[src/uart_chan_defs.svh]
// Constants of the channel: register offsets, field positions, command codes, timing
//------------------------------------------------------------
//------------------------------------------------------------
`ifndef UART_CHAN_DEFS_SVH
`define UART_CHAN_DEFS_SVH

`define OFS_MODE_ONE     8'h00
`define OFS_MODE_ZERO    8'h04
`define OFS_COMMAND      8'h08
`define OFS_STATUS       8'h0C
`define OFS_DATA         8'h10
`define OFS_OUT_PORT     8'h14
`define OFS_IRQ_STATUS   8'h18
`define OFS_IRQ_MASK     8'h1C

`define MODE_ONE_FLOW    7
`define MODE_ONE_RXLOW   6
`define MODE_ONE_ERRSTY  5
`define MODE_ZERO_RXHIGH 6
`define MODE_ZERO_DEPTH  3

`define CMD_SET_POINTER  4'h1
`define CMD_RX_RESET     4'h2
`define CMD_ERR_RESET    4'h4

`define RESET_MODE       8'h00
`define QUEUE_MAX        5'h10
`define QUEUE_SMALL      5'h08

`define BIT_TIME_NS      1600
`define CLK_PERIOD_NS    100
`define BIT_CYCLES       (`BIT_TIME_NS / `CLK_PERIOD_NS)

`endif

[src/uart_chan_pkg.sv]
// Types shared by the channel logic
package uart_chan_pkg;
    typedef struct packed {
        logic       brk;
        logic       framing_fault;
        logic       parity_fault;
        logic [7:0] data;
    } rx_char_s;

    typedef struct packed {
        logic rx_level;
        logic tx_level;
        logic overrun;
    } irq_bits_s;

    typedef enum logic [1:0] {
        RX_IDLE  = 2'b00,
        RX_START = 2'b01,
        RX_DATA  = 2'b11,
        RX_STOP  = 2'b10
    } rx_state_e;
endpackage

[src/uart_chan.sv]
// One serial channel: queues, level interrupts, mode pointer, flow control, APB slave
//
// Our own choice: the APB interface to the registers.
`include "uart_chan_defs.svh"

//------------------------------------------------------------
// Character queue
//------------------------------------------------------------
module uart_queue #(
    parameter int W = 11
) (
    input  wire logic         clk,    // Clock
    input  wire logic         rst_n,  // Async reset
    input  wire logic         flush,  // Empty the queue
    input  wire logic [4:0]   depth,  // Usable slots
    input  wire logic         push,   // Write strobe
    input  wire logic [W-1:0] wdata,  // Write data
    input  wire logic         pop,    // Read strobe
    output logic      [W-1:0] rdata,  // Top entry
    output logic      [4:0]   count   // Entries held
);
    logic [W-1:0] mem [0:15];
    logic [3:0]   rd_q;
    logic [3:0]   wr_q;
    logic [4:0]   cnt_q;
    wire          do_push = push && (cnt_q < depth);
    wire          do_pop  = pop && (cnt_q != 5'h00);

    assign rdata = mem[rd_q];
    assign count = cnt_q;

    always_ff @(posedge clk)
    begin
        if (do_push)
            mem[wr_q] <= wdata;
    end

    always_ff @(posedge clk or negedge rst_n)
    begin
        if (!rst_n)
        begin
            rd_q  <= 4'h0;
            wr_q  <= 4'h0;
            cnt_q <= 5'h00;
        end
        else if (flush)
        begin
            rd_q  <= 4'h0;
            wr_q  <= 4'h0;
            cnt_q <= 5'h00;
        end
        else
        begin
            if (do_push)
                wr_q <= wr_q + 4'h1;
            if (do_pop)
                rd_q <= rd_q + 4'h1;
            cnt_q <= cnt_q + {4'h0, do_push} - {4'h0, do_pop};
        end
    end
endmodule

//------------------------------------------------------------
// Channel top
//------------------------------------------------------------
module uart_chan (
    input  wire logic        CLK,      // 10 MHz clock
    input  wire logic        RESET_N,  // Async reset, active low
    input  wire logic        PSEL,     // APB select
    input  wire logic        PENABLE,  // APB access phase
    input  wire logic        PWRITE,   // APB direction
    input  wire logic [7:0]  PADDR,    // APB byte address
    input  wire logic [31:0] PWDATA,   // APB write data
    output logic      [31:0] PRDATA,   // APB read data
    output logic             PREADY,   // APB ready
    output logic             PSLVERR,  // APB error, unmapped
    input  wire logic        RXD,      // Serial in
    output logic             TXD,      // Serial out
    input  wire logic        CLEAR_TO_SEND_N, // Remote permits send
    output logic             CHANNEL_A_REQUEST_TO_SEND_N, // Flow output
    output logic             OUTPUT_PIN_ONE, // Port latch bit 1
    output logic             RX_LEVEL_REQ,   // Receive fill request
    output logic             TX_LEVEL_REQ,   // Transmit fill request
    output logic             IRQ        // Masked interrupt, level
);
    import uart_chan_pkg::*;

    //------------------------------------------------------------
    // Bus decode
    //------------------------------------------------------------
    logic [7:0]  mode_one_q;
    logic [7:0]  mode_two_q;
    logic [7:0]  mode_zero_q;
    logic [1:0]  out_port_q;
    irq_bits_s   irq_stat_q;
    irq_bits_s   irq_mask_q;
    logic        ptr_q;
    wire         acc     = PSEL && PENABLE;
    wire         wr      = acc && PWRITE;
    wire         rd      = acc && !PWRITE;
    wire         hit_m1  = PADDR == `OFS_MODE_ONE;
    wire         hit_m0  = PADDR == `OFS_MODE_ZERO;
    wire         hit_cmd = PADDR == `OFS_COMMAND;
    wire         hit_st  = PADDR == `OFS_STATUS;
    wire         hit_dat = PADDR == `OFS_DATA;
    wire         hit_op  = PADDR == `OFS_OUT_PORT;
    wire         hit_is  = PADDR == `OFS_IRQ_STATUS;
    wire         hit_im  = PADDR == `OFS_IRQ_MASK;
    wire         mapped  = hit_m1 | hit_m0 | hit_cmd | hit_st
                         | hit_dat | hit_op | hit_is | hit_im;
    wire [3:0]   cmd     = PWDATA[7:4];
    wire         cmd_wr  = wr && hit_cmd;
    wire         rx_rst  = cmd_wr && cmd == `CMD_RX_RESET;
    wire         err_rst = cmd_wr && cmd == `CMD_ERR_RESET;
    wire         rx_pop  = rd && hit_dat;
    wire         tx_push = wr && hit_dat;

    assign PREADY  = 1'b1;
    assign PSLVERR = acc && !mapped;

    //------------------------------------------------------------
    // Mode registers and pointer
    //------------------------------------------------------------
    always_ff @(posedge CLK or negedge RESET_N)
    begin
        if (!RESET_N)
        begin
            ptr_q       <= 1'b0;
            mode_one_q  <= `RESET_MODE;
            mode_two_q  <= `RESET_MODE;
            mode_zero_q <= `RESET_MODE;
            out_port_q  <= 2'b00;
            irq_mask_q  <= '0;
        end
        else
        begin
            if (cmd_wr && cmd == `CMD_SET_POINTER)
                ptr_q <= 1'b0;
            else if (acc && hit_m1 && !ptr_q)
                ptr_q <= 1'b1;
            if (wr && hit_m1 && !ptr_q)
                mode_one_q <= PWDATA[7:0];
            if (wr && hit_m1 && ptr_q)
                mode_two_q <= PWDATA[7:0];
            if (wr && hit_m0)
                mode_zero_q <= PWDATA[7:0];
            if (wr && hit_op)
                out_port_q <= PWDATA[1:0];
            if (wr && hit_im)
                irq_mask_q <= PWDATA[2:0];
        end
    end

    //------------------------------------------------------------
    // Queues
    //------------------------------------------------------------
    rx_char_s    rx_top;
    rx_char_s    rx_in_q;
    logic [4:0]  rx_cnt;
    logic [4:0]  tx_cnt;
    logic [7:0]  tx_top;
    logic        rx_push;
    logic        tx_pop;
    logic        depth_q;
    wire  [4:0]  depth = depth_q ? `QUEUE_MAX : `QUEUE_SMALL;
    wire         rx_full = rx_cnt == depth;

    uart_queue #(.W(11)) rx_queue (
        .clk   (CLK),
        .rst_n (RESET_N),
        .flush (rx_rst),
        .depth (depth),
        .push  (rx_push),
        .wdata (rx_in_q),
        .pop   (rx_pop),
        .rdata (rx_top),
        .count (rx_cnt)
    );

    uart_queue #(.W(8)) tx_queue (
        .clk   (CLK),
        .rst_n (RESET_N),
        .flush (1'b0),
        .depth (depth),
        .push  (tx_push),
        .wdata (PWDATA[7:0]),
        .pop   (tx_pop),
        .rdata (tx_top),
        .count (tx_cnt)
    );

    //------------------------------------------------------------
    // Fill levels
    //------------------------------------------------------------
    // Levels are taken over at a queue event or while both queues are empty, so a change made with
    // characters in flight cannot glitch the request.
    logic [1:0] rx_code_q;
    logic [1:0] tx_code_q;
    wire        q_event = rx_pop | tx_push | rx_push | tx_pop;
    wire        both_empty = rx_cnt == 5'h00 && tx_cnt == 5'h00;
    wire [1:0]  rx_code_new = {mode_zero_q[`MODE_ZERO_RXHIGH],
                               mode_one_q[`MODE_ONE_RXLOW]};
    wire [4:0]  tx_free = depth - tx_cnt;
    logic [4:0] rx_thr;
    logic [4:0] tx_thr;

    always_ff @(posedge CLK or negedge RESET_N)
    begin
        if (!RESET_N)
        begin
            rx_code_q <= 2'b00;
            tx_code_q <= 2'b00;
            depth_q   <= 1'b0;
        end
        else if (q_event || both_empty)
        begin
            rx_code_q <= rx_code_new;
            tx_code_q <= mode_zero_q[5:4];
            depth_q   <= mode_zero_q[`MODE_ZERO_DEPTH];
        end
    end

    always_comb
    begin
        case (rx_code_q)
            2'b00:   rx_thr = 5'h01;
            2'b01:   rx_thr = depth_q ? 5'h08 : 5'h03;
            2'b10:   rx_thr = depth_q ? 5'h0C : 5'h06;
            default: rx_thr = depth;
        endcase
        case (tx_code_q)
            2'b00:   tx_thr = depth;
            2'b01:   tx_thr = depth_q ? 5'h08 : 5'h04;
            2'b10:   tx_thr = depth_q ? 5'h0C : 5'h06;
            default: tx_thr = 5'h01;
        endcase
    end

    assign RX_LEVEL_REQ = rx_cnt >= rx_thr;
    assign TX_LEVEL_REQ = tx_free >= tx_thr;

    //------------------------------------------------------------
    // Receiver
    //------------------------------------------------------------
    logic       rxd_m_q;
    logic       rxd_s_q;
    rx_state_e  rx_st_q;
    logic [7:0] rx_tim_q;
    logic [3:0] rx_bit_q;
    logic [8:0] rx_sh_q;
    logic       pend_q;
    logic       overrun_q;
    logic       flow_neg_q;
    wire  [3:0] len     = {2'b00, mode_one_q[1:0]} + 4'h5;
    wire        par_on  = !mode_one_q[4];
    wire  [3:0] nbits   = len + {3'b000, par_on};
    wire        rx_tick = rx_tim_q == 8'h00;
    wire        valid_start = rx_st_q == RX_START && rx_tick && !rxd_s_q;
    wire  [7:0] dmask   = 8'hFF >> (4'h8 - len);
    wire  [7:0] rx_data = rx_sh_q[7:0] & dmask;
    wire        rx_pbit = rx_sh_q[len];
    wire        rx_pe   = mode_one_q[3] ? (rx_pbit != mode_one_q[2])
                        : ((^rx_data) ^ rx_pbit ^ mode_one_q[2]);
    wire        rx_done = rx_st_q == RX_STOP && rx_tick;

    always_ff @(posedge CLK or negedge RESET_N)
    begin
        if (!RESET_N)
        begin
            rxd_m_q <= 1'b1;
            rxd_s_q <= 1'b1;
        end
        else
        begin
            rxd_m_q <= RXD;
            rxd_s_q <= rxd_m_q;
        end
    end

    always_ff @(posedge CLK or negedge RESET_N)
    begin
        if (!RESET_N)
        begin
            rx_st_q  <= RX_IDLE;
            rx_tim_q <= 8'h00;
            rx_bit_q <= 4'h0;
            rx_sh_q  <= 9'h000;
        end
        else
        begin
            rx_tim_q <= rx_tick ? 8'(`BIT_CYCLES - 1) : rx_tim_q - 8'h01;
            case (rx_st_q)
                RX_IDLE:
                begin
                    rx_tim_q <= 8'(`BIT_CYCLES / 2 - 1);
                    if (!rxd_s_q)
                        rx_st_q <= RX_START;
                end
                RX_START:
                    if (rx_tick)
                    begin
                        rx_bit_q <= 4'h0;
                        rx_sh_q  <= 9'h000;
                        rx_st_q  <= rxd_s_q ? RX_IDLE : RX_DATA;
                    end
                RX_DATA:
                    if (rx_tick)
                    begin
                        rx_sh_q[rx_bit_q] <= rxd_s_q;
                        rx_bit_q <= rx_bit_q + 4'h1;
                        if (rx_bit_q == nbits - 4'h1)
                            rx_st_q <= RX_STOP;
                    end
                RX_STOP:
                    if (rx_tick)
                        rx_st_q <= RX_IDLE;
                default:
                    rx_st_q <= RX_IDLE;
            endcase
        end
    end

    // A finished character waits in rx_in_q while the queue is full; that is the
    // one extra character the flow-control window allows for.
    always_ff @(posedge CLK or negedge RESET_N)
    begin
        if (!RESET_N)
        begin
            rx_in_q    <= '0;
            pend_q     <= 1'b0;
            overrun_q  <= 1'b0;
            flow_neg_q <= 1'b0;
        end
        else
        begin
            if (rx_rst)
                pend_q <= 1'b0;
            else if (rx_done && !(pend_q && overrun_q))
            begin
                rx_in_q.data          <= rx_data;
                rx_in_q.framing_fault <= !rxd_s_q;
                rx_in_q.parity_fault  <= par_on && rx_pe;
                rx_in_q.brk           <= !rxd_s_q && rx_sh_q == 9'h000;
                pend_q                <= 1'b1;
            end
            else if (rx_push)
                pend_q <= 1'b0;
            if (valid_start && pend_q)
                overrun_q <= 1'b1;
            else if (err_rst || rx_rst)
                overrun_q <= 1'b0;
            if (valid_start && rx_full && mode_one_q[`MODE_ONE_FLOW])
                flow_neg_q <= 1'b1;
            else if (!rx_full && !pend_q)
                flow_neg_q <= 1'b0;
        end
    end

    // Character arriving while one already waits is dropped, not queued.
    assign rx_push = pend_q && !rx_full && !rx_rst;

    assign CHANNEL_A_REQUEST_TO_SEND_N = !out_port_q[0] || flow_neg_q;
    assign OUTPUT_PIN_ONE = out_port_q[1];

    //------------------------------------------------------------
    // Error status
    //------------------------------------------------------------
    logic [2:0] err_acc_q;
    wire  [2:0] top_err = (rx_cnt != 5'h00) ?
        {rx_top.brk, rx_top.framing_fault, rx_top.parity_fault} : 3'b000;
    wire  [2:0] err_view = mode_one_q[`MODE_ONE_ERRSTY] ? err_acc_q
                                                      : top_err;

    always_ff @(posedge CLK or negedge RESET_N)
    begin
        if (!RESET_N)
            err_acc_q <= 3'b000;
        else
            // A flushed top character must not re-set what the reset clears
            err_acc_q <= ((err_rst || rx_rst) ? 3'b000 : err_acc_q)
                       | (rx_rst ? 3'b000 : top_err);
    end

    //------------------------------------------------------------
    // Transmitter
    //------------------------------------------------------------
    logic       cts_m_q;
    logic       cts_s_q;
    logic [7:0] tx_tim_q;
    logic [3:0] tx_left_q;
    logic [11:0] tx_sh_q;
    logic [11:0] frame;
    wire        tx_busy = tx_left_q != 4'h0;
    wire        tx_tick = tx_tim_q == 8'h00;
    wire        tx_par  = mode_one_q[3] ? mode_one_q[2]
                        : (^(tx_top & dmask)) ^ mode_one_q[2];

    assign tx_pop = !tx_busy && tx_cnt != 5'h00 && !cts_s_q;
    assign TXD    = tx_busy ? tx_sh_q[0] : 1'b1;

    always_comb
    begin
        frame = 12'hFFF;
        frame[0] = 1'b0;
        for (int i = 0; i < 8; i++)
            if (i < len)
                frame[i + 1] = tx_top[i];
        if (par_on)
            frame[len + 4'h1] = tx_par;
    end

    always_ff @(posedge CLK or negedge RESET_N)
    begin
        if (!RESET_N)
        begin
            cts_m_q   <= 1'b1;
            cts_s_q   <= 1'b1;
            tx_tim_q  <= 8'h00;
            tx_left_q <= 4'h0;
            tx_sh_q   <= 12'hFFF;
        end
        else
        begin
            cts_m_q <= CLEAR_TO_SEND_N;
            cts_s_q <= cts_m_q;
            if (tx_pop)
            begin
                tx_sh_q   <= frame;
                tx_left_q <= nbits + 4'h2;
                tx_tim_q  <= 8'(`BIT_CYCLES - 1);
            end
            else if (tx_busy)
            begin
                tx_tim_q <= tx_tick ? 8'(`BIT_CYCLES - 1) : tx_tim_q - 8'h01;
                if (tx_tick)
                begin
                    tx_sh_q   <= {1'b1, tx_sh_q[11:1]};
                    tx_left_q <= tx_left_q - 4'h1;
                end
            end
        end
    end

    //------------------------------------------------------------
    // Interrupts
    //------------------------------------------------------------
    logic      rx_req_q;
    logic      tx_req_q;
    logic      ovr_q;
    irq_bits_s irq_set;
    wire [2:0] irq_clr = (wr && hit_is) ? PWDATA[2:0] : 3'b000;

    assign irq_set.rx_level = RX_LEVEL_REQ && !rx_req_q;
    assign irq_set.tx_level = TX_LEVEL_REQ && !tx_req_q;
    assign irq_set.overrun  = overrun_q && !ovr_q;
    assign IRQ = |(irq_stat_q & irq_mask_q);

    always_ff @(posedge CLK or negedge RESET_N)
    begin
        if (!RESET_N)
        begin
            rx_req_q   <= 1'b0;
            tx_req_q   <= 1'b0;
            ovr_q      <= 1'b0;
            irq_stat_q <= '0;
        end
        else
        begin
            rx_req_q   <= RX_LEVEL_REQ;
            tx_req_q   <= TX_LEVEL_REQ;
            ovr_q      <= overrun_q;
            irq_stat_q <= (irq_stat_q & ~irq_clr) | irq_set;
        end
    end

    //------------------------------------------------------------
    // Read data
    //------------------------------------------------------------
    wire [7:0] status = {err_view, overrun_q, tx_cnt == 5'h00,
                         tx_cnt != depth, rx_full, rx_cnt != 5'h00};
    wire [7:0] m1_view = ptr_q ? mode_two_q : mode_one_q;

    assign PRDATA = hit_m1  ? {24'h000000, m1_view}
                  : hit_m0  ? {24'h000000, mode_zero_q}
                  : hit_st  ? {24'h000000, status}
                  : hit_dat ? {24'h000000, rx_top.data}
                  : hit_op  ? {30'h00000000, out_port_q}
                  : hit_is  ? {29'h00000000, irq_stat_q}
                  : hit_im  ? {29'h00000000, irq_mask_q}
                  : 32'h00000000;
endmodule

[config.mk]
export PLATFORM = sky130hd
export DESIGN_NAME = uart_chan
export DESIGN_NICKNAME = d
export VERILOG_FILES = /design/src/uart_chan_pkg.sv /design/src/uart_chan.sv
export VERILOG_INCLUDE_DIRS = /design/src /design/src/src
export SDC_FILE = /design/constraint.sdc
export NUM_CORES = 1
export LEC_CHECK = 0
export ABC_AREA = 0
export BUFFER_PORTS_ARGS = -buffer_cell sky130_fd_sc_hd__buf_2
export CAP_MARGIN = 10
export CORE_MARGIN = 1.5
export CORE_UTILIZATION = 45
export DETAILED_ROUTE_END_ITERATION = 12
export HOLD_SLACK_MARGIN = 0.02
export PLACE_DENSITY_LB_ADDON = 0.15
export SLEW_MARGIN = 20
export SYNTH_ARGS = -nofsm -noshare
export SYNTH_HDL_FRONTEND = slang
export SYNTH_SLANG_ARGS = --single-unit
export TNS_END_PERCENT = 30
[constraint.sdc]
create_clock -name CLK -period 5.1 [get_ports CLK]
set_input_delay 0.255 -clock CLK [delete_from_list [all_inputs] [get_ports CLK]]
set_output_delay 0.255 -clock CLK [all_outputs]
set_load 0.005 [all_outputs]
# Word-level counts from Yosys, hierarchy flattened
# Memories as Yosys holds them, arrays and structs flattened.
# Index checks and enable logic that the tools add are counted.
dict set report op_classes {
  eq_ne 26
  mux 81
  order_cmp 17
  reduce_logical 90
  n_bitwise 21
  shift 1
  n_addsub 19
}
# cell count
set ops {}
lappend ops {{$mux W8} 10}
lappend ops {{$mux W12} 4}
lappend ops {{$mux W4} 12}
lappend ops {{$logic_and A1 B1 Y1} 44}
lappend ops {{$eq A8 B5 Y1 const B} 4}
lappend ops {{$pmux W5 S3} 2}
lappend ops {{$mux W1} 27}
lappend ops {{$add A4 B1 Y4 const B} 6}
lappend ops {{$logic_not A8 Y1} 3}
lappend ops {{$mux W3} 8}
lappend ops {{$mux W9} 2}
lappend ops {{$pmux W9 S2} 1}
lappend ops {{$and A8 B8 Y8} 2}
lappend ops {{$eq A8 B4 Y1 const B} 2}
lappend ops {{$lt A3 B4 Y1 const A} 4}
lappend ops {{$reduce_bool A2 Y1} 8}
lappend ops {{$reduce_xor A8 Y1} 2}
lappend ops {{$sub A8 B1 Y8 const B} 2}
lappend ops {{$logic_not A1 Y1} 15}
lappend ops {{$lt A4 B5 Y1 const B} 3}
lappend ops {{$bwmux W12} 1}
lappend ops {{$mux W2} 6}
lappend ops {{$add A5 B1 Y5} 2}
lappend ops {{$ge A5 B5 Y1} 2}
lappend ops {{other kinds (46)} 83}
dict set report totals {
  output_inout_bits 40
  memories 2
  inputBits 47
  ramBits 304
  wordCells 299
  regBits 135
}
# name words word_bits rd rd_clocked_by_memory_dff wr line
set mem_list {}
lappend mem_list {rx_queue.mem 16 11 1 0 1 uart_chan.sv:22} ;# logic [W-1:0] mem [0:15];
lappend mem_list {tx_queue.mem 16 8 1 0 1 uart_chan.sv:22}

# Longest topological paths before layout
# Gate-level depths: netlist of the first run.
dict set report logic_depth {
  ltp_word 10
  ltp_mapped 17
}

# By module
# From an unflattened synthesis of the first run, not the netlist that was laid out.
dict set report hier_totals {
  hier_cells 1495
  area_unflattened_um2 20503.4
}
# mod seq_area_each_um2 n_inst area_per_inst_um2 cells_per_inst
set by_module_without_submodules {}
lappend by_module_without_submodules {{uart_queue at rx_queue} 5610.4 1 7821.3 443}
lappend by_module_without_submodules {uart_chan 2747.6 1 6693.9 698}
lappend by_module_without_submodules {{uart_queue at tx_queue} 4169.0 1 5988.2 354}

# Worst setup path before layout of the first run
# No wires, ideal clock.
dict set report synth_timing {
  kind {input -> register}
  startpoint {input PADDR[0]}
  endpoint {register rx_queue.cnt_q[4] (netlist: rx_queue.count[4])}
  t_arrival_ns 3.340
  cell_stages 17
  slack_ns 1.605
  path_cell_list {or4_1 nor2_1 and2_1 nor2b_1 clkbuf_1 nand2_1 nor3b_1 ha_1 inv_1 ha_1 inv_1 fa_1 inv_1 a21oi_1 nor2_1 or3_1 a21oi_1}
}
dict set report synth_between {
  elab_chain_len 9
  word_cells_on_any_way 12
  cone_classes {add/sub: 2; eq/ne: 2; mux: 1; reduce/logical: 7}
}
# element line
set synth_rtl {}
lappend synth_rtl {{start: declaration} uart_chan.sv:72} ;# input wire logic [7:0] PADDR,
lappend synth_rtl {{$eq A8 B4 Y1 (no line)} -}
lappend synth_rtl {{$logic_and A1 B1 Y1} uart_chan.sv:112} ;# wire cmd_wr = wr && hit_cmd;
lappend synth_rtl {{$logic_and A1 B1 Y1 (no line)} -}
lappend synth_rtl {{$logic_not A1 Y1} uart_chan.sv:360} ;# assign rx_push = pend_q && !rx_full && !rx_rst;
lappend synth_rtl {{$logic_and A1 B1 Y1} uart_chan.sv:360}
lappend synth_rtl {{$logic_and A1 B1 Y1} uart_chan.sv:26} ;# wire do_push = push && (cnt_q < depth);
lappend synth_rtl {{$add A5 B1 Y5} uart_chan.sv:58} ;# cnt_q <= cnt_q + {4'h0, do_push} - {4'h0, do_pop};
lappend synth_rtl {{$sub A5 B1 Y5} uart_chan.sv:58}
lappend synth_rtl {{$mux W5 *} uart_chan.sv:46} ;# else if (flush)
lappend synth_rtl {{end signal: assignment} uart_chan.sv:58}
lappend synth_rtl {{end: declaration} uart_chan.sv:25} ;# logic [4:0] cnt_q;
# Every way passes the cells marked *; elsewhere a longest branch is shown, timed or not.
# A chain may end at the register's enable or synchronous reset.

# Worst setup path after layout of the first run
dict set report layout_timing {
  startpoint {register rx_queue.rd_q[0]}
  endpoint {output PRDATA[1]}
}
dict set report layout_between {
  elab_chain_len 5
}
# element line
set layout_rtl {}
lappend layout_rtl {{start: declaration} uart_chan.sv:23} ;# logic [3:0] rd_q;
lappend layout_rtl {{start signal: assignment} uart_chan.sv:57} ;# rd_q <= rd_q + 4'h1;
lappend layout_rtl {{$mem_v2 Z16 W11} -}
lappend layout_rtl {{$mux W8} uart_chan.sv:486} ;# : hit_dat ? {24'h000000, rx_top.data}
lappend layout_rtl {{$mux W8} uart_chan.sv:485} ;# : hit_st ? {24'h000000, status}
lappend layout_rtl {{$mux W8} uart_chan.sv:484} ;# : hit_m0 ? {24'h000000, mode_zero_q}
lappend layout_rtl {{$mux W8} uart_chan.sv:483} ;# assign PRDATA = hit_m1 ? {24'h000000, m1_view}
lappend layout_rtl {{end: declaration} uart_chan.sv:74} ;# output logic [31:0] PRDATA,
# Every way passes these cells.

==> results of run 1 <==
## where the power goes
group / total [mW] / switching, mW / internal [mW]
Sequential: 4.31 / 0.252 / 4.06
Clock: 3.78 / 1.42 / 2.36
Combinational: 2.13 / 1.14 / 0.992
Total: 10.2 / 2.81 / 7.41
## path summary, 6_finish.rpt
path                       depth (start not counted)                            to                         start  slack [ns]
max in group asynchronous                          3  rx_queue.rd_q[1]$_DFFE_PN0P_                       RESET_N        3.50
min in group asynchronous                          2       tx_tim_q[3]$_DFFE_PN0P_                       RESET_N        0.31
hold / removal                                     3             ptr_q$_DFFE_PN0P_                          PSEL        0.08
setup reg to reg                                  10        tx_sh_q[0]$_DFFE_PN1P_  tx_queue.rd_q[0]$_DFFE_PN0P_        1.33
hold reg to reg                                    0             cts_s_q$_DFF_PN1_             cts_m_q$_DFF_PN1_        0.36
setup / recovery                                   6                     PRDATA[1]  rx_queue.rd_q[0]$_DFFE_PN0P_        0.87
## registers in the layout, summed over array words and instances, names as in the netlist, 3 cells and up
signal / count
tx_left_q: 4
irq_stat_q: 3
mode_one_q: 8
tx_queue.count: 5
tx_sh_q: 12
tx_queue.rd_q: 4
rx_queue.mem: 176
tx_queue.mem: 128
rx_sh_q: 9
tx_queue.wr_q: 4
mode_two_q: 8
err_acc_q: 3
rx_tim_q: 8
rx_queue.count: 5
rx_in_q: 11
irq_mask_q: 3
tx_tim_q: 8
rx_queue.rd_q: 4
rx_queue.wr_q: 4
rx_bit_q: 4
mode_zero_q: 8
## cells by family (layout without fill, tap and decap cells)
group	count (synthesis)	count (layout)	synth area share
AO/OA/AOI/OAI	162	162	0.0516
XOR/XNOR	49	49	0.0232
adder cells (fa/ha/maj)	64	64	0.0417
buffers and inverters	126	209	0.0311
flip-flops	439	439	0.635
multiplexers	159	159	0.141
other	2	27	0.000380
AND/OR/NAND/NOR	315	315	0.0766
## synth_stat cells, drive strengths merged, types with 4 or more instances
master  instances  area [µm²]
nand2b         14        87.6
buf            43         303
a221oi          6        52.6
dfstp          16         420
mux4           90        2030
nor4            8        50.1
ha             61         763
nand2         105         394
xor2           15         131
a32oi           4        35.0
nand4           9        56.3
dfrtp         119        2980
clkbuf         28         105
nand3          21         105
nand3b          5        37.5
and2           30         188
xnor2          32         280
nor2           74         278
inv            54         203
o31ai           5        37.5
nor3           19         100
a22o           12         105
mux2           46         522
mux2i          23         230
and3            6        37.5
a31oi           8        50.1
edfxtp        304        9130
nor2b           8        50.1
or3             4        25.0
a21oi          48         240
o21ai          52         264
## layout make-up
class / instances / area share
flip-flops and latches: 439 / 0.561
diodes: 2 / 0.000224
inverters: 55 / 0.00925
clock inverters: 32 / 0.0200
multi-input cells: 774 / 0.300
repair buffers: 65 / 0.0184
clock buffers: 57 / 0.0577
well taps: 585 / 0.0328
## worst min-delay path: cells and delay by family
kind            cells  cell delay [ns]
buf+inv             1             0.13
compound gates      2             0.23
## what timing repair did
| action | CTS | global route |
|---|---|---|
| endpoints found under the setup margin | 0 | 0 |
| hold endpoints to repair | 71 | 0 |
| gates resized for setup | 0 | 0 |
| hold buffers | 4 | 0 |
## through the flow
| stage | worst slack, ns | cells | instance area [µm²] | hold slack, ns | power (mW) |
|---|---|---|---|---|---|
| 6_report | 0.874 | 2009 | 22300 | 0.0833 | 10.2 |
| 5_1_grt | 0.603 | 2007 | 22300 | 0.109 | 10.7 |
| 4_1_cts | 0.786 | 2007 | 22300 | 0.0416 | 10.3 |
| 3_5_place_dp | 1.03 | 1914 | 20500 | 0.350 | 6.51 |
| 3_3_place_gp | 1.09 | 1914 | 20500 | 0.347 | 6.46 |
| 2_1_floorplan | 1.61 | 1339 | 19800 | -0.0406 | 5.99 |
## per-layer routing
metal | GRT usage | part of all wire
met1 | 0.273 | 0.44
met2 | 0.346 | 0.50
met3 | 0.0282 | 0.039
met4 | 0.0651 | 0.024
met5 | 0 | 0
==> out/metrics.csv, run 1 <==
stage,metric,value,unit
cells_and_area,Multi-input gate area,0.00671,mm²
die,Die Ht,212,µm
die,die footprint,0.0451,mm²
global_route,total gr overflow,0,
pwr,Pwr Density,458,mW/mm²
timing,RSZ-0062 raised after global routing,no,
yosys,Post-synth EDFFs,304,
yosys,cell count after synthesis,1316,
die,# IOs,87,
die,# rows,76,
timing,minimum clock period,4.23,ns
cells_and_area,most frequent cells in the layout,"edfxtp_1, dfrtp_1, nand2_1",
setup_path,"slowest stage delay, CP",0.98,ns
detailed_routing,Pre-Repair DR Iteration Count,6,
cells_and_area,layout cells sized above 1,0.211,
timing,clk_skew,0.0159,ns
detailed_routing,DR iter-0 viols,840,
yosys,average size of a mapped cell,15.0,µm²
timing,final setup fails,0,
worst_hold_path,HP Class,in2reg,
yosys,Synth cell types,70,
placed_design,I/O Buffers,37,
pwr,VDD IR max,0.256,mV
cts,TritonCTS buffer count,48,
yosys,register area share after synthesis,0.635,
cells_and_area,layout net count,1494,
setup_path,Crit path top cell by count,mux4_2,
global_route,largest net degree at the start of global routing,86,
timing,period utilization,0.829,
cts,postcts setup bufs,0,
placed_design,gpl congestion,0.831,
detailed_routing,number of remaining DRC errors,0,
die,total core area,0.0432,mm²
detailed_routing,vias per cell,5.48,
detailed_routing,"wirelength, routed",44200,µm
detailed_routing,Vias,11000,
die,Die X,212,µm
setup_path,worst-path fanout max,27,
global_route,number of global-route vias before repair,11100,
setup_path,WP buf/inv,1,
cts,CTS tree,built,
setup_path,crit-path cells,mux4_2 -> mux4_2 -> mux4_2 -> a222oi_1 -> a21oi_1 -> buf_2,
yosys,Post-Syn Area,0.0197,mm²
global_route,wire length of the first global-routing pass,68000,µm
job,number of max-cap violations,0,
global_route,initial antenna violation count,1,
cells_and_area,"most common cell after layout, fill and taps aside",edfxtp_1,
setup_path,Critical-path top delay cell,dfrtp_2,
setup_path,critical path class,reg2out,
cts,clk sinks,439,
global_route,gr usage total,0.204,
timing,final hold vios,0,
yosys,register bit total from synthesis,439,
die,Initial Util,0.457,
setup_path,Worst Path Required,4.85,ns
timing,setup TNS,0,ns
setup_path,CP Launch Type,flip-flop,
cts,Skew-Pair Late Insertion Delay,0.58,ns
timing,Least-Margin Pin Slew,1.01,ns
yosys,Post-synth ARST share,0.308,
setup_path,Worst Setup End Kind,output port,
timing,Highest Clock Rate,237,MHz
pwr,leak pwr,8.39,nW
cells_and_area,Seq. cell area,0.0125,mm²
detailed_routing,average wire per standard cell,22.0,µm
placed_design,Final HPWL DP,28600,µm
setup_path,crit path DAT,3.97,ns
detailed_routing,DRT antenna net count,0,
cts,root buffer cell,clkbuf_16,
yosys,number of synthesis warnings,0,
yosys,ys flop type,edfxtp_1,
timing,Max-Slew Margin vs Limit,0.326,
cells_and_area,Layout Utilization,0.517,
cells_and_area,Layout fillers,3624,
status,status,completed,
cts,Clock Path Buffers,3,
setup_path,crit-path leading delay family,multiplexers,
cts,CTS clock-pin slew for the worst setup and hold paths,0.06,ns
cts,number of H-tree levels,2,
timing,Slew Limit Fails,0,
cells_and_area,synthesis-to-finish area growth,13.1,%
(Power assumes the default switching activity.)
==> inputs of run 2 (changes only) <==
==> constraint.sdc (replaced) <==
create_clock -name CLK -period 4.2 [get_ports CLK]
set_input_delay 0.21 -clock CLK [delete_from_list [all_inputs] [get_ports CLK]]
set_output_delay 0.21 -clock CLK [all_outputs]
set_load 0.005 [all_outputs]
==> run 2 against run 1 <==
Net effect:
- design area decreased by 0.22%
- clock power increased by 8.7%
- total power increased by 17%
==> out/metrics.csv, run 2 (same netlist as run 1, synthesis figures left out) <==
stage,metric,value,unit
pwr,clock share of power,0.344,
detailed_routing,DR iter-0 viols,775,
die,# rows,76,
detailed_routing,number of remaining DRC errors,0,
cells_and_area,"most common cell after layout, fill and taps aside",edfxtp_1,
pwr,Comb power frac,0.220,
die,Initial Util,0.457,
cts,CTS tree,built,
worst_hold_path,hold_sp,PWDATA[1],
pwr,Sw Ratio,0.283,
setup_path,critical path class,reg2out,
setup_path,worst-path fanout max,14,
timing,Max-Slew Margin vs Limit,0.309,
cells_and_area,largest reg by FF count,rx_queue.mem,
cts,post-cts repair resize count,0,
global_route,largest net degree at the start of global routing,73,
pwr,VDD IR max,0.390,mV
cells_and_area,layout cells sized above 1,0.217,
cells_and_area,Finished Layout Cells,2024,
global_route,number of global-route vias before repair,11500,
pwr,Cell Int Power,8.57,mW
cells_and_area,Seq. cell area,0.0125,mm²
status,status,completed,
global_route,gr usage total,0.200,
cells_and_area,most frequent cells in the layout,"edfxtp_1, dfrtp_1, nand2_1",
timing,period utilization,0.910,
detailed_routing,"wirelength, routed",43000,µm
cells_and_area,Largest register FFs,176,
die,Die Ht,212,µm
setup_path,crit path DAT,3.61,ns
cells_and_area,layout net count,1510,
timing,RSZ-0062 raised after global routing,no,
timing,clk_skew,0.0207,ns
setup_path,RR Startpoint,tx_queue.rd_q[0]$_DFFE_PN0P_,
setup_path,CP startpoint,rx_queue.rd_q[0]$_DFFE_PN0P_,
timing,Slew Limit Fails,0,
detailed_routing,met3 wire length,1680,µm
setup_path,Worst Setup End Kind,output port,
detailed_routing,wl on met1,18800,µm
setup_path,CP Launch Type,flip-flop,
detailed_routing,Max Used Layer,met4,
die,Die X,212,µm
timing,Highest Clock Rate,262,MHz
pwr,leak pwr,8.39,nW
placed_design,Inst Count DP,1930,
global_route,initial antenna violation count,1,
global_route,wire length of the first global-routing pass,67800,µm
cells_and_area,synthesis-to-finish area growth,12.9,%
cts,clk sinks,439,
cts,number of H-tree levels,2,
detailed_routing,Pre-Repair DR Iteration Count,5,
cts,root buffer cell,clkbuf_16,
detailed_routing,vias per cell,5.40,
cts,Clock Path Buffers,3,
timing,setup TNS,0,ns
cts,Skew-Pair Late Insertion Delay,0.58,ns
placed_design,I/O Buffers,37,
pwr,Pwr Density,536,mW/mm²
cells_and_area,Multi-input gate area,0.00670,mm²
setup_path,Worst Path Required,3.99,ns
worst_hold_path,HP Class,in2reg,
detailed_routing,average wire per standard cell,21.2,µm
die,die footprint,0.0451,mm²
global_route,total gr overflow,0,
die,total core area,0.0432,mm²
timing,final setup fails,0,
cells_and_area,biggest regs,"rx_queue.mem: 176 flops, tx_queue.mem: 128 flops, tx_sh_q: 12 flops",
timing,final hold vios,0,
cts,CTS clock-pin slew for the worst setup and hold paths,0.06,ns
detailed_routing,met2 wire len,21200,µm
timing,Least-Margin Pin Slew,1.03,ns
placed_design,Final HPWL DP,29800,µm
die,# IOs,87,
detailed_routing,DRT antenna net count,0,
cts,TritonCTS buffer count,47,
cells_and_area,Layout fillers,3665,
placed_design,gpl congestion,0.856,
pwr,part of the power in registers,0.435,
job,number of max-cap violations,0,
detailed_routing,Vias,10900,
timing,minimum clock period,3.82,ns
pwr,Net Switching,3.38,mW
-- run 2: changes by cell type in the layout (fill, tap and decap cells not counted), sizes merged --
cell / change
buf: +16
bufinv: -7
clkbuf: +5
clkinv: +1
clkinvlp: -1
diode: -1
dlygate4sd3: +1
inv: +1
-- run 2: worst max-delay path, stage by stage, from the launching register on --
cell      delay (ns)
dfrtp_2         0.64
mux4_2          0.59
mux4_2          0.54
mux4_2          0.49
a222oi_1        0.37
a21oi_1         0.19
buf_2           0.20
-- run 2: routing by layer --
metal / vias to the layer above / track usage
met2: 214 / 0.334
met1: 5564 / 0.266
met5: - / 0
met3: 73 / 0.0300
met4: 0 / 0.0734
li1: 5087 / -
-- run 2: final timing paths --
check	endpoint	slack, ns	cells past startpoint
worst max register to register	tx_sh_q[1]$_DFFE_PN1P_	0.72	10
max in group asynchronous	tx_queue.count[1]$_DFF_PN0_	2.98	3
worst min-delay path	tx_queue.mem[0][1]$_DFFE_PP_	0.08	1
worst min register to register	rxd_s_q$_DFF_PN1_	0.36	0
worst max-delay path	PRDATA[1]	0.38	6
min in group asynchronous	tx_tim_q[2]$_DFFE_PN0P_	0.19	2
-- run 2: what timing repair did --
action,in CTS,in global routing
hold buffers,5,0
hold endpoints to repair,68,0
setup buffers,0,0
-- run 2: metrics by stage --
| stage | worst slack, ns | area, µm² | power, mW | hold slack, ns | util |
|---|---|---|---|---|---|
| final | 0.379 | 22300 | 11.9 | 0.0837 | 0.516 |
| after global routing | 0.239 | 22300 | 12.6 | 0.0738 | 0.516 |
| after CTS | 0.340 | 22300 | 12.1 | 0.0494 | 0.516 |
| after detailed placement | 0.352 | 20700 | 7.93 | 0.275 | 0.479 |
| after global placement | 0.419 | 20700 | 7.88 | 0.265 | 0.479 |
| after floorplan | 0.750 | 19800 | 7.27 | -0.0856 | - |
-- run 2: area by class of cell --
type / count / area share
Sequential cell: 439 / 0.562
Timing Repair Buffer: 82 / 0.0254
Clock inverter: 26 / 0.0114
Tap cell: 585 / 0.0329
Multi-Input combinational cell: 774 / 0.301
Inverter: 55 / 0.00927
Clock buffer: 62 / 0.0576
Antenna cell: 1 / 0.000112
-- run 2: power groups by stage --
| stage | clock, mW | combinational (mW) | sequential (mW) |
|---|---|---|---|
| 6_report | 4.11 | 2.63 | 5.20 |
| 5_1_grt | 4.40 | 2.96 | 5.25 |
| 2_1_floorplan | 0 | 2.09 | 5.18 |
| 4_1_cts | 4.23 | 2.66 | 5.20 |
| 3_3_place_gp | 0 | 2.60 | 5.28 |
| 3_5_place_dp | 0 | 2.65 | 5.28 |
==> inputs of run 3 (changes only) <==
--- a/config.mk
+++ b/config.mk
@@ -9,7 +9,7 @@
 export ABC_AREA = 0
 export BUFFER_PORTS_ARGS = -buffer_cell sky130_fd_sc_hd__buf_2
 export CAP_MARGIN = 10
-export CORE_MARGIN = 1.5
+export CORE_MARGIN = 5
 export CORE_UTILIZATION = 45
 export DETAILED_ROUTE_END_ITERATION = 12
 export HOLD_SLACK_MARGIN = 0.02
==> constraint.sdc (replaced) <==
create_clock -name CLK -period 3.65 [get_ports CLK]
set_input_delay 0.1825 -clock CLK [delete_from_list [all_inputs] [get_ports CLK]]
set_output_delay 0.1825 -clock CLK [all_outputs]
set_load 0.005 [all_outputs]
==> run 3 against run 2 <==
Net effect:
- combinational power rose by 18%
- count of clock-buffer cells in the layout increased by 5
- flip-flop and latch count is the same
- critical path depth rose by 1
- sequential share of layout area is 0.85 points lower
- clock skew shrank 0.0038 ns
- wire length up 3.3%
- core utilization increased by 0.69 points
- first-iteration DRC count grew 3.7%
- design area grew 1.6%
- worst hold slack lost 0.0036 ns
- final cell count grew 0.84%
- largest power group unchanged
==> out/metrics.csv, run 3 (same netlist as run 1, synthesis figures left out) <==
stage,metric,value,unit
cells_and_area,largest reg by FF count,rx_queue.mem,
setup_path,crit-path cells,buf_4 -> mux4_2 -> mux4_2 -> mux4_2 -> a222oi_1 -> a21oi_2 -> buf_2,
die,Die X,219,µm
setup_path,CP Launch Type,flip-flop,
status,status,completed,
setup_path,Worst Setup End Kind,output port,
cells_and_area,layout net count,1528,
timing,clk_skew,0.0168,ns
cts,Skew-Pair Late Insertion Delay,0.58,ns
cts,number of H-tree levels,2,
detailed_routing,Pre-Repair DR Iteration Count,5,
global_route,gr usage total,0.187,
cts,clk sinks,439,
cells_and_area,layout cells sized above 1,0.227,
cells_and_area,Layout fillers,3615,
timing,Least-Margin Pin Slew,0.867,ns
timing,RSZ-0062 raised after global routing,yes,
cells_and_area,"most common cell after layout, fill and taps aside",edfxtp_1,
worst_hold_path,HP Class,in2reg,
global_route,total gr overflow,0,
setup_path,worst-path fanout max,4,
detailed_routing,number of remaining DRC errors,0,
pwr,leak pwr,8.55,nW
setup_path,WP buf/inv,2,
timing,setup TNS,0,ns
die,# IOs,87,
detailed_routing,Vias,11100,
setup_path,crit path DAT,3.43,ns
placed_design,Final HPWL DP,29800,µm
timing,worst setup margin,0.0330,ns
timing,Slew Limit Fails,0,
timing,period utilization,0.991,
cells_and_area,synthesis-to-finish area growth,14.6,%
global_route,initial antenna violation count,0,
timing,Highest Clock Rate,276,MHz
detailed_routing,DRT antenna net count,0,
setup_path,Worst Path Required,3.47,ns
pwr,VDD IR max,0.456,mV
cts,TritonCTS buffer count,48,
cells_and_area,antenna cells,0,
detailed_routing,"wirelength, routed",44400,µm
global_route,wire length of the first global-routing pass,68200,µm
cells_and_area,Largest register FFs,176,
cts,CTS tree,built,
global_route,largest net degree at the start of global routing,85,
die,# rows,76,
timing,Max-Slew Margin vs Limit,0.422,
die,die footprint,0.0482,mm²
pwr,Pwr Density,625,mW/mm²
placed_design,I/O Buffers,37,
setup_path,"slowest stage delay, CP",0.52,ns
global_route,number of global-route vias before repair,11200,
placed_design,gpl congestion,0.804,
cts,root buffer cell,clkbuf_16,
timing,minimum clock period,3.62,ns
setup_path,critical path class,reg2out,
die,Initial Util,0.456,
setup_path,Crit path top cell by count,mux4_2,
detailed_routing,DR iter-0 viols,804,
setup_path,Critical-path top delay cell,mux4_2,
placed_design,setup slack at placement,0.178,ns
timing,final setup fails,0,
timing,final hold vios,0,
die,Die Ht,219,µm
detailed_routing,average wire per standard cell,21.7,µm
cells_and_area,biggest regs,"rx_queue.mem: 176 flops, tx_queue.mem: 128 flops, tx_sh_q: 12 flops",
job,number of max-cap violations,0,
setup_path,crit-path leading delay family,multiplexers,
cells_and_area,Seq. cell area,0.0125,mm²
cells_and_area,Multi-input gate area,0.00672,mm²
cts,CTS clock-pin slew for the worst setup and hold paths,0.06,ns
detailed_routing,vias per cell,5.45,
cells_and_area,most frequent cells in the layout,"edfxtp_1, dfrtp_1, nand2_1",
cts,Clock Path Buffers,3,
die,total core area,0.0433,mm²
==> run 3: final timing paths <==
path                                               from                            to  slack [ns]  cells past startpoint
max in group asynchronous                       RESET_N        tx_sh_q[1]$_DFFE_PN1P_        2.49                      3
setup reg to reg           tx_queue.rd_q[0]$_DFFE_PN0P_        tx_sh_q[1]$_DFFE_PN1P_        0.24                      9
min in group asynchronous                       RESET_N   rx_queue.count[1]$_DFF_PN0_        0.24                      2
hold / removal                                PWDATA[0]  tx_queue.mem[2][0]$_DFFE_PP_        0.08                      1
setup / recovery           rx_queue.rd_q[0]$_DFFE_PN0P_                     PRDATA[1]        0.03                      7
hold reg to reg                       rxd_m_q$_DFF_PN1_             rxd_s_q$_DFF_PN1_        0.36                      0
==> run 3: routing by layer <==
layer  up-vias  routed length, µm  GRT usage
met3        66               2200     0.0359
met1      5678              19200      0.255
met5         -                  0          0
met4         0               1170     0.0586
met2       251              21800      0.306
li1       5127                  -          -
==> run 3: area by class of cell <==
cell class,count,area share
tap,585,0.0323
sequential,439,0.554
multi-input combinational,774,0.297
clock inverter,22,0.0132
inverter,55,0.00912
timing repair buffer,99,0.0347
clock buffer,67,0.0599
==> run 3: metrics by stage <==
step           hold WS [ns]  power [mW]  area, µm²   util  instances
3_5_place_dp          0.291        9.19      20800  0.482       1943
4_1_cts              0.0455        14.3      22600  0.521       2039
5_1_grt              0.0692        14.9      22600  0.523       2041
3_3_place_gp          0.290        9.13      20800  0.482       1943
6_report             0.0800        14.1      22600  0.523       2041
2_1_floorplan        -0.113        8.37      19800      -       1339
==> run 3: timing repair <==
action,in CTS,in global routing
gates resized for setup,2,7
hold endpoints to repair,79,0
pin swaps,1,3
hold buffers,5,0
endpoints found under the setup margin,5,6
buffers inserted,2,1
cloned,0,1
==> run 3: report_power, final <==
group          switching, mW  internal, mW
Clock                   1.96          3.09
Sequential             0.312          5.67
Combinational           1.63          1.47
